<file path="src/rtl/uart_baud_map.svh">
// Register offsets, field positions, reset values and timing counts of the
// asynchronous serial unit. Included by bare name from rtl/.
`ifndef UART_BAUD_MAP_SVH
`define UART_BAUD_MAP_SVH

// ==========================================================================
// Register byte offsets
`define MODE_CTRL_OFS      8'h00
`define CLOCK_SELECT_OFS   8'h04
`define DIVISOR_CTRL_OFS   8'h08
`define TRANSMIT_BUF_OFS   8'h0C
`define RECEIVE_BUF_OFS    8'h10
`define STATUS_OFS         8'h14

// ==========================================================================
// Field positions
`define POWER_ON_BIT       7
`define TX_ENABLE_BIT      6
`define RX_ENABLE_BIT      5
`define ST_RX_FULL_BIT     0
`define ST_PAR_ERR_BIT     1
`define ST_FRM_ERR_BIT     2
`define ST_OVERRUN_BIT     3
`define ST_TX_BUSY_BIT     4
`define ST_TX_FULL_BIT     5

// ==========================================================================
// Reset values and limits
`define CLOCK_SELECT_RST   4'h0
`define DIVISOR_RST        8'hFF
`define DIVISOR_MIN        8'h08
`define BASE_SEL_MAX       4'hA
`define FRAME_LAST_BIT     4'hA
`define SAMPLE_MARGIN      9'h002
`define GAP_TICKS          2'h2

`endif

</file>
<file path="src/rtl/uart_baud_pkg.sv">
// Types shared by the asynchronous serial unit.
// Assumes nothing of its surroundings.
package uart_baud_pkg;

  // ========================================================================
  // State machines
  typedef enum logic [1:0] {TX_IDLE, TX_FRAME, TX_GAP} tx_state_e;
  typedef enum logic {RX_IDLE, RX_FRAME} rx_state_e;

endpackage

</file>
<file path="src/rtl/uart_tx_fifo.sv">
// Small first-in first-out buffer with valid/ready on both sides.
// Assumes one clock and an asynchronous active-low reset.
module uart_tx_fifo #(
  parameter int WIDTH = 8,
  parameter int DEPTH = 4
) (
  // Clock and reset
  input  wire logic             clk_sys,
  input  wire logic             rstn,
  // Filling side
  input  wire logic             pushValid,
  output logic                  pushReady,
  input  wire logic [WIDTH-1:0] pushData,
  // Draining side
  output logic                  popValid,
  input  wire logic             popReady,
  output logic [WIDTH-1:0]      popData
);
  localparam int AW = $clog2(DEPTH);

  if (DEPTH < 2 || (DEPTH & (DEPTH - 1)) != 0 || WIDTH < 1)
  begin : gen_check
    $error("uart_tx_fifo: DEPTH must be a power of two of at least 2");
  end

  logic [WIDTH-1:0] mem [DEPTH];
  logic [AW:0]      wrPtr;
  logic [AW:0]      rdPtr;
  logic [AW:0]      next_wrPtr;
  logic [AW:0]      next_rdPtr;
  logic             doPush;
  logic             doPop;

  // ========================================================================
  // Pointers
  always_comb
  begin
    pushReady  = (wrPtr ^ rdPtr) != {1'b1, {AW{1'b0}}};
    popValid   = wrPtr != rdPtr;
    doPush     = pushValid && pushReady;
    doPop      = popValid && popReady;
    next_wrPtr = doPush ? wrPtr + 1'b1 : wrPtr;
    next_rdPtr = doPop ? rdPtr + 1'b1 : rdPtr;
    popData    = mem[rdPtr[AW-1:0]];
  end

  always_ff @(posedge clk_sys or negedge rstn)
  begin
    if (!rstn)
    begin
      wrPtr <= '0;
      rdPtr <= '0;
    end
    else
    begin
      wrPtr <= next_wrPtr;
      rdPtr <= next_rdPtr;
    end
  end

  // Storage words are plain registers; no reset needed on data
  always_ff @(posedge clk_sys)
  begin
    if (doPush)
      mem[wrPtr[AW-1:0]] <= pushData;
  end

endmodule

</file>
<file path="src/rtl/uart_baud_rx_timing.sv">
// Baud generator, transmitter and receiver of an asynchronous serial unit
// with an APB register slave. Assumes an APB master on clk_sys and a remote
// serial party on rxd/txd whose rate stays inside the receive tolerance.
//
// Operation
// Base clock chosen by 4-bit field, bits 3..0 of clock select register.
// Divisor k accepted only from 8 to 255.
// Receive sample points timed from divisor counter after start detection.
// Frame is start, eight data, parity and stop: eleven bits.
// Sample point lies two base clocks after bit middle.
// Accepts sender rates up to 22k/(21k+2) of nominal.
// Accepts sender rates down to 20k/(21k+2) of nominal.
// Remote sender keeps its rate error inside the receive tolerance.
// Back-to-back frames get two extra base clocks before next start.
// Receiver restarts its bit timing on every start bit.
// Bit rate equals base clock over twice k.
// Power bit low holds base clock off and clears counters.
// Transmit counter clears on first data and between continued frames.
// Receive counter runs from start bit and halts after one frame.
// Select code n gives system clock over two to the n, n up to 10.
//
// Local design decisions: the address map and register access over APB.
`include "uart_baud_map.svh"

module uart_baud_rx_timing #(
  parameter int FIFO_DEPTH = 4
) (
  // Clock and reset
  input  wire logic        clk_sys,
  input  wire logic        rstn,
  // APB slave
  input  wire logic        psel,
  input  wire logic        penable,
  input  wire logic        pwrite,
  input  wire logic [7:0]  paddr,
  input  wire logic [31:0] pwdata,
  output logic             pready,
  output logic             pslverr,
  output logic [31:0]      prdata,
  // Serial pins
  input  wire logic        rxd,
  output logic             txd
);
  if (FIFO_DEPTH < 2)
  begin : gen_check
    $error("uart_baud_rx_timing: FIFO_DEPTH must be at least 2");
  end

  // ========================================================================
  // Helpers
  function automatic logic [9:0] selMask(input logic [3:0] n);
    logic [3:0] c;
    c = (n > `BASE_SEL_MAX) ? `BASE_SEL_MAX : n;
    selMask = 10'((11'h001 << c) - 11'h001);
  endfunction

  function automatic logic evenPar(input logic [7:0] d);
    evenPar = ^d;
  endfunction

  // ========================================================================
  // Register bus
  logic        powerOn;
  logic        txEn;
  logic        rxEn;
  logic [3:0]  clkSel;
  logic [7:0]  divK;
  logic        next_powerOn;
  logic        next_txEn;
  logic        next_rxEn;
  logic [3:0]  next_clkSel;
  logic [7:0]  next_divK;
  logic [31:0] next_prdata;
  logic        access;
  logic        addrHit;
  logic        wrDone;
  logic        rdDone;
  logic        pushValid;
  logic        pushReady;
  logic        popValid;
  logic        popReady;
  logic [7:0]  popData;
  logic        rxFull;
  logic        parErr;
  logic        frmErr;
  logic        overrun;
  logic [7:0]  rxData;
  logic        txBusy;

  always_comb
  begin
    access    = psel && penable;
    addrHit   = paddr == `MODE_CTRL_OFS || paddr == `CLOCK_SELECT_OFS
             || paddr == `DIVISOR_CTRL_OFS || paddr == `TRANSMIT_BUF_OFS
             || paddr == `RECEIVE_BUF_OFS || paddr == `STATUS_OFS;
    // Writes to a disabled transmitter are dropped so the bus never hangs
    pushValid = access && pwrite && paddr == `TRANSMIT_BUF_OFS && powerOn && txEn;
    pready    = !(pushValid && !pushReady);
    pslverr   = access && !addrHit;
    wrDone    = access && pwrite && pready && addrHit;
    rdDone    = access && !pwrite && addrHit;
    next_powerOn = powerOn;
    next_txEn    = txEn;
    next_rxEn    = rxEn;
    next_clkSel  = clkSel;
    next_divK    = divK;
    if (wrDone && paddr == `MODE_CTRL_OFS)
    begin
      next_powerOn = pwdata[`POWER_ON_BIT];
      next_txEn    = pwdata[`TX_ENABLE_BIT];
      next_rxEn    = pwdata[`RX_ENABLE_BIT];
    end
    if (wrDone && paddr == `CLOCK_SELECT_OFS)
      next_clkSel = pwdata[3:0];
    if (wrDone && paddr == `DIVISOR_CTRL_OFS && pwdata[7:0] >= `DIVISOR_MIN)
      next_divK = pwdata[7:0];
    // Read data is latched in the setup cycle, so reads need no wait state
    next_prdata = prdata;
    if (psel && !penable)
    begin
      next_prdata = 32'h0000_0000;
      case (paddr)
        `MODE_CTRL_OFS:
        begin
          next_prdata[`POWER_ON_BIT]  = powerOn;
          next_prdata[`TX_ENABLE_BIT] = txEn;
          next_prdata[`RX_ENABLE_BIT] = rxEn;
        end
        `CLOCK_SELECT_OFS: next_prdata[3:0] = clkSel;
        `DIVISOR_CTRL_OFS: next_prdata[7:0] = divK;
        `RECEIVE_BUF_OFS:  next_prdata[7:0] = rxData;
        `STATUS_OFS:
        begin
          next_prdata[`ST_RX_FULL_BIT] = rxFull;
          next_prdata[`ST_PAR_ERR_BIT] = parErr;
          next_prdata[`ST_FRM_ERR_BIT] = frmErr;
          next_prdata[`ST_OVERRUN_BIT] = overrun;
          next_prdata[`ST_TX_BUSY_BIT] = txBusy;
          next_prdata[`ST_TX_FULL_BIT] = !pushReady;
        end
        default: next_prdata = 32'h0000_0000;
      endcase
    end
  end

  always_ff @(posedge clk_sys or negedge rstn)
  begin
    if (!rstn)
    begin
      powerOn <= 1'b0;
      txEn    <= 1'b0;
      rxEn    <= 1'b0;
      clkSel  <= `CLOCK_SELECT_RST;
      divK    <= `DIVISOR_RST;
      prdata  <= 32'h0000_0000;
    end
    else
    begin
      powerOn <= next_powerOn;
      txEn    <= next_txEn;
      rxEn    <= next_rxEn;
      clkSel  <= next_clkSel;
      divK    <= next_divK;
      prdata  <= next_prdata;
    end
  end

  // ========================================================================
  // Base clock prescaler
  logic [9:0] presc;
  logic [9:0] next_presc;
  logic       baseTick;
  logic [8:0] bitLast;
  logic [8:0] sampleAt;

  always_comb
  begin
    next_presc = powerOn ? presc + 10'h001 : 10'h000;
    baseTick   = powerOn && ((presc & selMask(clkSel)) == selMask(clkSel));
    bitLast    = {divK, 1'b0} - 9'h001;
    sampleAt   = {1'b0, divK} + `SAMPLE_MARGIN - 9'h001;
  end

  always_ff @(posedge clk_sys or negedge rstn)
  begin
    if (!rstn)
      presc <= 10'h000;
    else
      presc <= next_presc;
  end

  // ========================================================================
  // Transmit FIFO
  uart_tx_fifo #(
    .WIDTH (8),
    .DEPTH (FIFO_DEPTH)
  ) u_fifo (
    .clk_sys   (clk_sys),
    .rstn      (rstn),
    .pushValid (pushValid),
    .pushReady (pushReady),
    .pushData  (pwdata[7:0]),
    .popValid  (popValid),
    .popReady  (popReady),
    .popData   (popData)
  );

  // ========================================================================
  // Transmitter
  uart_baud_pkg::tx_state_e txState;
  uart_baud_pkg::tx_state_e next_txState;
  logic [8:0]  txCnt;
  logic [8:0]  next_txCnt;
  logic [3:0]  txBit;
  logic [3:0]  next_txBit;
  logic [10:0] txShift;
  logic [10:0] next_txShift;
  logic [1:0]  gapCnt;
  logic [1:0]  next_gapCnt;
  logic        next_txd;

  always_comb
  begin
    next_txState = txState;
    next_txCnt   = txCnt;
    next_txBit   = txBit;
    next_txShift = txShift;
    next_gapCnt  = gapCnt;
    popReady     = 1'b0;
    txBusy       = txState != uart_baud_pkg::TX_IDLE;
    if (!powerOn || !txEn)
    begin
      next_txState = uart_baud_pkg::TX_IDLE;
      next_txCnt   = 9'h000;
      next_txBit   = 4'h0;
      next_txShift = 11'h7FF;
      next_gapCnt  = 2'h0;
    end
    else
    begin
      unique case (txState)
        uart_baud_pkg::TX_IDLE:
          if (popValid && baseTick)
          begin
            popReady     = 1'b1;
            next_txState = uart_baud_pkg::TX_FRAME;
            next_txCnt   = 9'h000;
            next_txBit   = 4'h0;
            next_txShift = {1'b1, evenPar(popData), popData, 1'b0};
          end
          else if (baseTick)
            next_txCnt = (txCnt >= bitLast) ? 9'h000 : txCnt + 9'h001;
        uart_baud_pkg::TX_FRAME:
          if (baseTick)
          begin
            if (txCnt >= bitLast)
            begin
              next_txCnt = 9'h000;
              if (txBit == `FRAME_LAST_BIT)
              begin
                next_txBit  = 4'h0;
                next_gapCnt = 2'h0;
                next_txState = popValid ? uart_baud_pkg::TX_GAP
                                        : uart_baud_pkg::TX_IDLE;
              end
              else
              begin
                next_txBit   = txBit + 4'h1;
                next_txShift = {1'b1, txShift[10:1]};
              end
            end
            else
              next_txCnt = txCnt + 9'h001;
          end
        uart_baud_pkg::TX_GAP:
          if (baseTick)
          begin
            if (gapCnt + 2'h1 == `GAP_TICKS)
            begin
              popReady     = 1'b1;
              next_txState = uart_baud_pkg::TX_FRAME;
              next_txCnt   = 9'h000;
              next_txShift = {1'b1, evenPar(popData), popData, 1'b0};
            end
            else
              next_gapCnt = gapCnt + 2'h1;
          end
      endcase
    end
    // Line idles high outside a frame and during the gap
    next_txd = (next_txState == uart_baud_pkg::TX_FRAME) ? next_txShift[0] : 1'b1;
  end

  always_ff @(posedge clk_sys or negedge rstn)
  begin
    if (!rstn)
    begin
      txState <= uart_baud_pkg::TX_IDLE;
      txCnt   <= 9'h000;
      txBit   <= 4'h0;
      txShift <= 11'h7FF;
      gapCnt  <= 2'h0;
      txd     <= 1'b1;
    end
    else
    begin
      txState <= next_txState;
      txCnt   <= next_txCnt;
      txBit   <= next_txBit;
      txShift <= next_txShift;
      gapCnt  <= next_gapCnt;
      txd     <= next_txd;
    end
  end

  // ========================================================================
  // Receiver
  uart_baud_pkg::rx_state_e rxState;
  uart_baud_pkg::rx_state_e next_rxState;
  logic       rxMeta;
  logic       rxSync;
  logic       rxPrev;
  logic [8:0] rxPh;
  logic [8:0] next_rxPh;
  logic [3:0] rxBit;
  logic [3:0] next_rxBit;
  logic [9:0] rxShift;
  logic [9:0] next_rxShift;
  logic [7:0] next_rxData;
  logic       next_rxFull;
  logic       next_parErr;
  logic       next_frmErr;
  logic       next_overrun;
  logic       frameDone;
  logic       sample;
  logic       clrErr;

  always_comb
  begin
    next_rxState = rxState;
    next_rxPh    = rxPh;
    next_rxBit   = rxBit;
    next_rxShift = rxShift;
    next_rxData  = rxData;
    frameDone    = 1'b0;
    sample       = baseTick && rxPh == sampleAt;
    clrErr       = wrDone && paddr == `STATUS_OFS;
    next_rxFull  = (rdDone && paddr == `RECEIVE_BUF_OFS) ? 1'b0 : rxFull;
    next_parErr  = (clrErr && pwdata[`ST_PAR_ERR_BIT]) ? 1'b0 : parErr;
    next_frmErr  = (clrErr && pwdata[`ST_FRM_ERR_BIT]) ? 1'b0 : frmErr;
    next_overrun = (clrErr && pwdata[`ST_OVERRUN_BIT]) ? 1'b0 : overrun;
    if (!powerOn || !rxEn)
    begin
      next_rxState = uart_baud_pkg::RX_IDLE;
      next_rxPh    = 9'h000;
      next_rxBit   = 4'h0;
    end
    else
    begin
      unique case (rxState)
        uart_baud_pkg::RX_IDLE:
          if (rxPrev && !rxSync)
          begin
            next_rxState = uart_baud_pkg::RX_FRAME;
            next_rxPh    = 9'h000;
            next_rxBit   = 4'h0;
          end
        uart_baud_pkg::RX_FRAME:
          if (baseTick)
          begin
            next_rxPh = (rxPh >= bitLast) ? 9'h000 : rxPh + 9'h001;
            if (sample)
            begin
              if (rxBit == `FRAME_LAST_BIT)
              begin
                frameDone    = 1'b1;
                next_rxState = uart_baud_pkg::RX_IDLE;
                next_rxPh    = 9'h000;
              end
              else if (rxBit == 4'h0 && rxSync)
              begin
                // Glitch shorter than half a bit: not a start bit
                next_rxState = uart_baud_pkg::RX_IDLE;
                next_rxPh    = 9'h000;
              end
              else
              begin
                next_rxBit   = rxBit + 4'h1;
                next_rxShift = {rxSync, rxShift[9:1]};
              end
            end
          end
      endcase
    end
    // New data and errors win over a clear in the same cycle
    if (frameDone)
    begin
      next_rxData = rxShift[8:1];
      next_overrun = overrun || next_rxFull;
      next_rxFull  = 1'b1;
      if (evenPar(rxShift[8:1]) != rxShift[9])
        next_parErr = 1'b1;
      if (!rxSync)
        next_frmErr = 1'b1;
    end
  end

  always_ff @(posedge clk_sys or negedge rstn)
  begin
    if (!rstn)
    begin
      rxMeta  <= 1'b1;
      rxSync  <= 1'b1;
      rxPrev  <= 1'b1;
      rxState <= uart_baud_pkg::RX_IDLE;
      rxPh    <= 9'h000;
      rxBit   <= 4'h0;
      rxShift <= 10'h000;
      rxData  <= 8'h00;
      rxFull  <= 1'b0;
      parErr  <= 1'b0;
      frmErr  <= 1'b0;
      overrun <= 1'b0;
    end
    else
    begin
      rxMeta  <= rxd;
      rxSync  <= rxMeta;
      rxPrev  <= rxSync;
      rxState <= next_rxState;
      rxPh    <= next_rxPh;
      rxBit   <= next_rxBit;
      rxShift <= next_rxShift;
      rxData  <= next_rxData;
      rxFull  <= next_rxFull;
      parErr  <= next_parErr;
      frmErr  <= next_frmErr;
      overrun <= next_overrun;
    end
  end

endmodule

</file>
<file path="config.mk">
export PLATFORM = sky130hd
export DESIGN_NAME = uart_baud_rx_timing
export DESIGN_NICKNAME = d
export VERILOG_FILES = /design/src/rtl/uart_baud_pkg.sv /design/src/rtl/uart_tx_fifo.sv /design/src/rtl/uart_baud_rx_timing.sv
export VERILOG_INCLUDE_DIRS = /design/src /design/src/rtl
export SDC_FILE = /design/constraint.sdc
export NUM_CORES = 1
export LEC_CHECK = 0
export ABC_AREA = 1
export BUFFER_PORTS_ARGS = -buffer_cell sky130_fd_sc_hd__buf_4
export CAP_MARGIN = 30
export CORE_MARGIN = 2
export CORE_UTILIZATION = 55
export CTS_CLUSTER_DIAMETER = 60
export DETAILED_ROUTE_END_ITERATION = 8
export GPL_TIMING_DRIVEN = 0
export PLACE_DENSITY = 0.75
export REMOVE_ABC_BUFFERS = 1
export SETUP_SLACK_MARGIN = 0.3
export SLEW_MARGIN = 40
export SYNTH_ARGS = -nofsm -noshare
export SYNTH_HDL_FRONTEND = slang
export SYNTH_SLANG_ARGS = --single-unit
</file>
<file path="constraint.sdc">
create_clock -name clk_sys -period 2.9 [get_ports clk_sys]
set_input_delay 0.145 -clock clk_sys [delete_from_list [all_inputs] [get_ports clk_sys]]
set_output_delay 0.145 -clock clk_sys [all_outputs]
set_load 0.02 [all_outputs]
</file>
==> impl_metrics.yaml <==
status:
  outcome: "finished, violations left"
  violations: "max-capacitance violations"
timing:
  fin_hold_ws_ns: 0.0547
  max_clock_freq_ghz: 0.355
  maxSlewViolCount: 0
  finalCritPeriodShare_pct: 97.2
  hold_viol: 0
  worst_slew_pin_slew_ns: 1.49
  skew_ns: 0.0111
  slew_headroom_pct: 0.0924
  setup_viol: 0
  rsz0062_at_grt: "yes"
  min_period_ns: 2.82
synth:
  synth_cells: 1126
  synthDistinctLibCells: 51
  synthesis.area_mm2: 0.00871
  synth-seq-cells: 138
  yosys_warnings: 0
  synth.yosys.seq_area_share_pct: 41.8
  post_synth.cell_area_avg_um2: 7.73
  synth_top_flop_cell: "dfrtp_1"
  synth-edff-count: 32
  synthArstFlopShare_pct: 76.8
placement:
  dp_hpwl_um: 13700
  postPlaceCellArea_mm2: 0.00898
  port_buffers: 32
  dp_cells: 1341
  place_congestion: 0.900
final_layout:
  instances_no_fill: 1458
  final_area_mm2: 0.0110
  drive_gt1_share_pct: 26.3
  area_growth_pct: 26.6
  antenna_cells: 0
  finish.net_count: 1316
die:
  boundaryPins: 81
  initial_utilization_pct: 56.9
  fp.coreArea_mm2: 0.0153
  die_h_um: 130
  die_area_mm2: 0.0169
  die_w_um: 130
  num_rows: 45
cts:
  cts-buffers-inserted: 17
  root_buffer: "clkbuf_16"
  clk_path_buf_depth: 2
  clock-sinks: 138
  path_clk_slew_ns: 0.06
  h-tree-depth: 4
  cts_tree: "done"
  insertion_delay_ns: 0.44
global_route:
  overflow: 0
  grt_usage_pct: 27.0
  grt_max_degree: 107
  grt_util_met2_pct: 43.6
  antenna_found_initial: 0
  busiest_layer: "met2"
  grt_use_met3_pct: 5.08
  use_met1_pct: 35.9
  grt_pass1_vias: 7236
  grt_pass1_wl_um: 35500
power_and_ir_drop:
  clkPwrFrac_pct: 49.9
  powerDensity_mw_per_mm2: 387
  power.total_mw: 4.27
  power_frac_comb_pct: 3.4
  p_leak_nw: 4.97
  vdd_drop_max_v: 0.000448
  switchingPower_mw: 1.02
  power.internal_mw: 3.24
  p_seq_share_pct: 46.8
  switching_share_pct: 24.0
worst_hold_path:
  hold_end: "prdata[5]$_DFFE_PN0P_"
  hold_class: "in2reg"
  worstHoldStart: "psel"
  min_path_cells: 5
critical_path:
  path_max_fanout: 7
  cp-start-kind: "register"
  reg2reg_depth: 14
  r2r-start: "divK[2]$_DFFE_PN1P_"
  crit_path_cell_trace: "nor2_4 -> nand4_1 -> nor3_2 -> xor2_1 -> ha_1 -> a21oi_1 -> o21a_1 -> nand3_4 -> buf_4 -> nor2_2 -> inv_1 -> nand4_1 -> nand2_1 -> o21ai_1"
  path_common_cell: "nand4_1"
  worstSetupPathType: "reg2reg"
  r2r-end: "txBit[3]$_DFFE_PN0P_"
  cpMaxStageDelayCell: "dfstp_2"
  cp.required_ns: 3.26
  r2r_slack_ns: 0.08
  cpPeakStageDelay_ns: 0.40
  cp_data_arrival_time_ns: 3.18
  cp-end-kind: "register"
drt:
  dr_total_vias: 8125
  drtAntennaViolNets: 0
  wirelength_um: 23500
  wire_per_inst_um: 16.1
  firstDrtPassIters: 5
  vias_per_cell: 5.57
  drc: 0
  drt_iter0_markers: 721
flow_run:
  maxCapViolCount: 1
[how the worst max path moves through the flow]
stage | slack, ns | to | from
4_1_cts | 0.26 | txd$_DFF_PN1_ | clkSel[3]$_DFFE_PN0P_
2_1_floorplan | 0.13 | txShift[9]$_DFFE_PN1P_ | divK[0]$_DFFE_PN1P_
3_3_place_gp | -0.54 | txd$_DFF_PN1_ | divK[0]$_DFFE_PN1P_
6_report | 0.08 | txBit[3]$_DFFE_PN0P_ | divK[2]$_DFFE_PN1P_
3_5_place_dp | -0.51 | txd$_DFF_PN1_ | divK[0]$_DFFE_PN1P_
5_1_grt | -0.06 | txShift[3]$_DFFE_PN1P_ | divK[2]$_DFFE_PN1P_
[state kept, by name (all words and copies together), names as in the netlist, 2 cells and up]
register	cells
u_fifo.mem	32
txShift	11
presc	10
rxPh	9
rxShift	9
txCnt	9
divK	8
prdata	8
rxData	8
clkSel	4
rxBit	4
txBit	4
u_fifo.rdPtr	3
u_fifo.wrPtr	3
gapCnt	2
txState	2
[layout make-up]
class                      count  area [um^2]
inverter                     146          572
sequential                   138         3650
timing repair buffer         101          931
multi-input combinational    827         5020
clock buffer                  19          434
tap                          211          264
timing repair inverter         3         17.5
clock inverter                13          133
fill                        1121         4290
[what timing repair did]
action,in CTS,in global routing
gates cloned,8,8
hold buffers,11,0
hold endpoints to repair,118,0
setup buffers,39,18
resized for setup,60,143
setup endpoints to repair,109,106
pin swaps,39,86
[critical path: cells and delay by family (launching register included)]
kind / cells / cell delay (ns)
flops: 1 / 0.40
fa+ha+maj: 1 / 0.32
compound gates: 3 / 0.42
buf+inv: 2 / 0.26
xor+xnor: 1 / 0.32
simple gates: 7 / 1.01
[per-layer routing]
| metal | part of all wire [%] | vias to the layer above |
|---|---|---|
| li1 | - | 3884 |
| met1 | 42 | 3846 |
| met2 | 50 | 329 |
| met3 | 6.1 | 66 |
| met4 | 2.8 | 0 |
| met5 | 0 | - |
[power groups by stage]
stage	Combinational, mW	Clock (mW)	Sequential, mW
3_3_place_gp	0.117	0	2.03
5_1_grt	0.159	2.24	1.99
3_5_place_dp	0.119	0	2.03
4_1_cts	0.137	2.14	2.00
6_report	0.144	2.13	2.00
2_1_floorplan	0.0474	0	2.03
[synthesized netlist by cell type, types with 2 or more instances]
cell type,n,area share [%]
nand4_4,2,0.49
nor2_4,5,0.65
buf_1,4,0.17
nand2_1,313,13
buf_2,10,0.57
dfrtp_1,83,24
nor2_1,90,3.9
edfxtp_1,32,11
o21ai_1,19,1.1
inv_2,6,0.26
nor3b_1,3,0.26
dfstp_2,23,6.9
a21oi_1,30,1.7
a31oi_1,3,0.22
o211ai_1,11,0.95
xor2_1,21,2.1
nand3_1,91,5.2
nor3_1,19,1.1
nand3_4,4,0.80
buf_4,25,2.2
inv_1,136,5.9
nor4_1,5,0.36
clkbuf_1,8,0.34
nand2_2,5,0.36
nor2_2,4,0.29
or2_2,3,0.22
o22ai_1,10,0.72
nand3_2,3,0.34
buf_6,4,0.52
a221oi_1,6,0.60
clkinv_1,3,0.13
o21ai_0,58,3.3
nand3b_1,2,0.17
nand4_1,20,1.4
xnor2_1,10,1.0
o31ai_1,4,0.34
nor2_8,2,0.46
ha_1,36,5.2
[stage by stage]
stage | TNS, ns | worst slack (ns) | util [%]
2_1_floorplan | 0 | 0.131 | -
3_3_place_gp | -15.05 | -0.542 | 58.6
3_5_place_dp | -16.04 | -0.513 | 58.6
4_1_cts | 0 | 0.258 | 67.1
5_1_grt | -0.332 | -0.0645 | 72.0
6_report | 0 | 0.0798 | 72.0
[kinds of logic after synthesis]
| family | synth area share [%] |
|---|---|
| AO/OA/AOI/OAI | 9.74 |
| XOR/XNOR | 3.12 |
| adder cells (fa/ha/maj) | 5.17 |
| buffers and inverters | 10.1 |
| flip-flops | 41.8 |
| multiplexers | 0.129 |
| other | 0.0431 |
| AND/OR/NAND/NOR | 29.9 |
[layout by cell type, fill, tap and decap left out, types with 5 or more instances in the layout]
master           n
dlygate4sd3_1   11
clkbuf_16       17
a21oi_2          7
nor2_1          75
o21ai_1         17
buf_6           16
o21ai_2         15
nand3_2         20
o21ai_0         45
dfstp_2         23
dfrtp_1         77
nor2_4          18
nand2_4         14
xor2_1          18
xnor2_1         10
nand2_2         31
o211ai_1        11
nor3_1          16
ha_1            33
inv_4            5
edfxtp_1        32
nor4_1           5
a221oi_1         6
inv_6            5
nand3_1         72
buf_4           67
o22ai_1          7
inv_1          126
a21oi_1         23
conb_1          24
nor2_2          11
nand2_1        276
dfrtp_2          6
nand4_1         20
inv_2           11
nand3_4          9
Power figures use the tool's default switching activity.
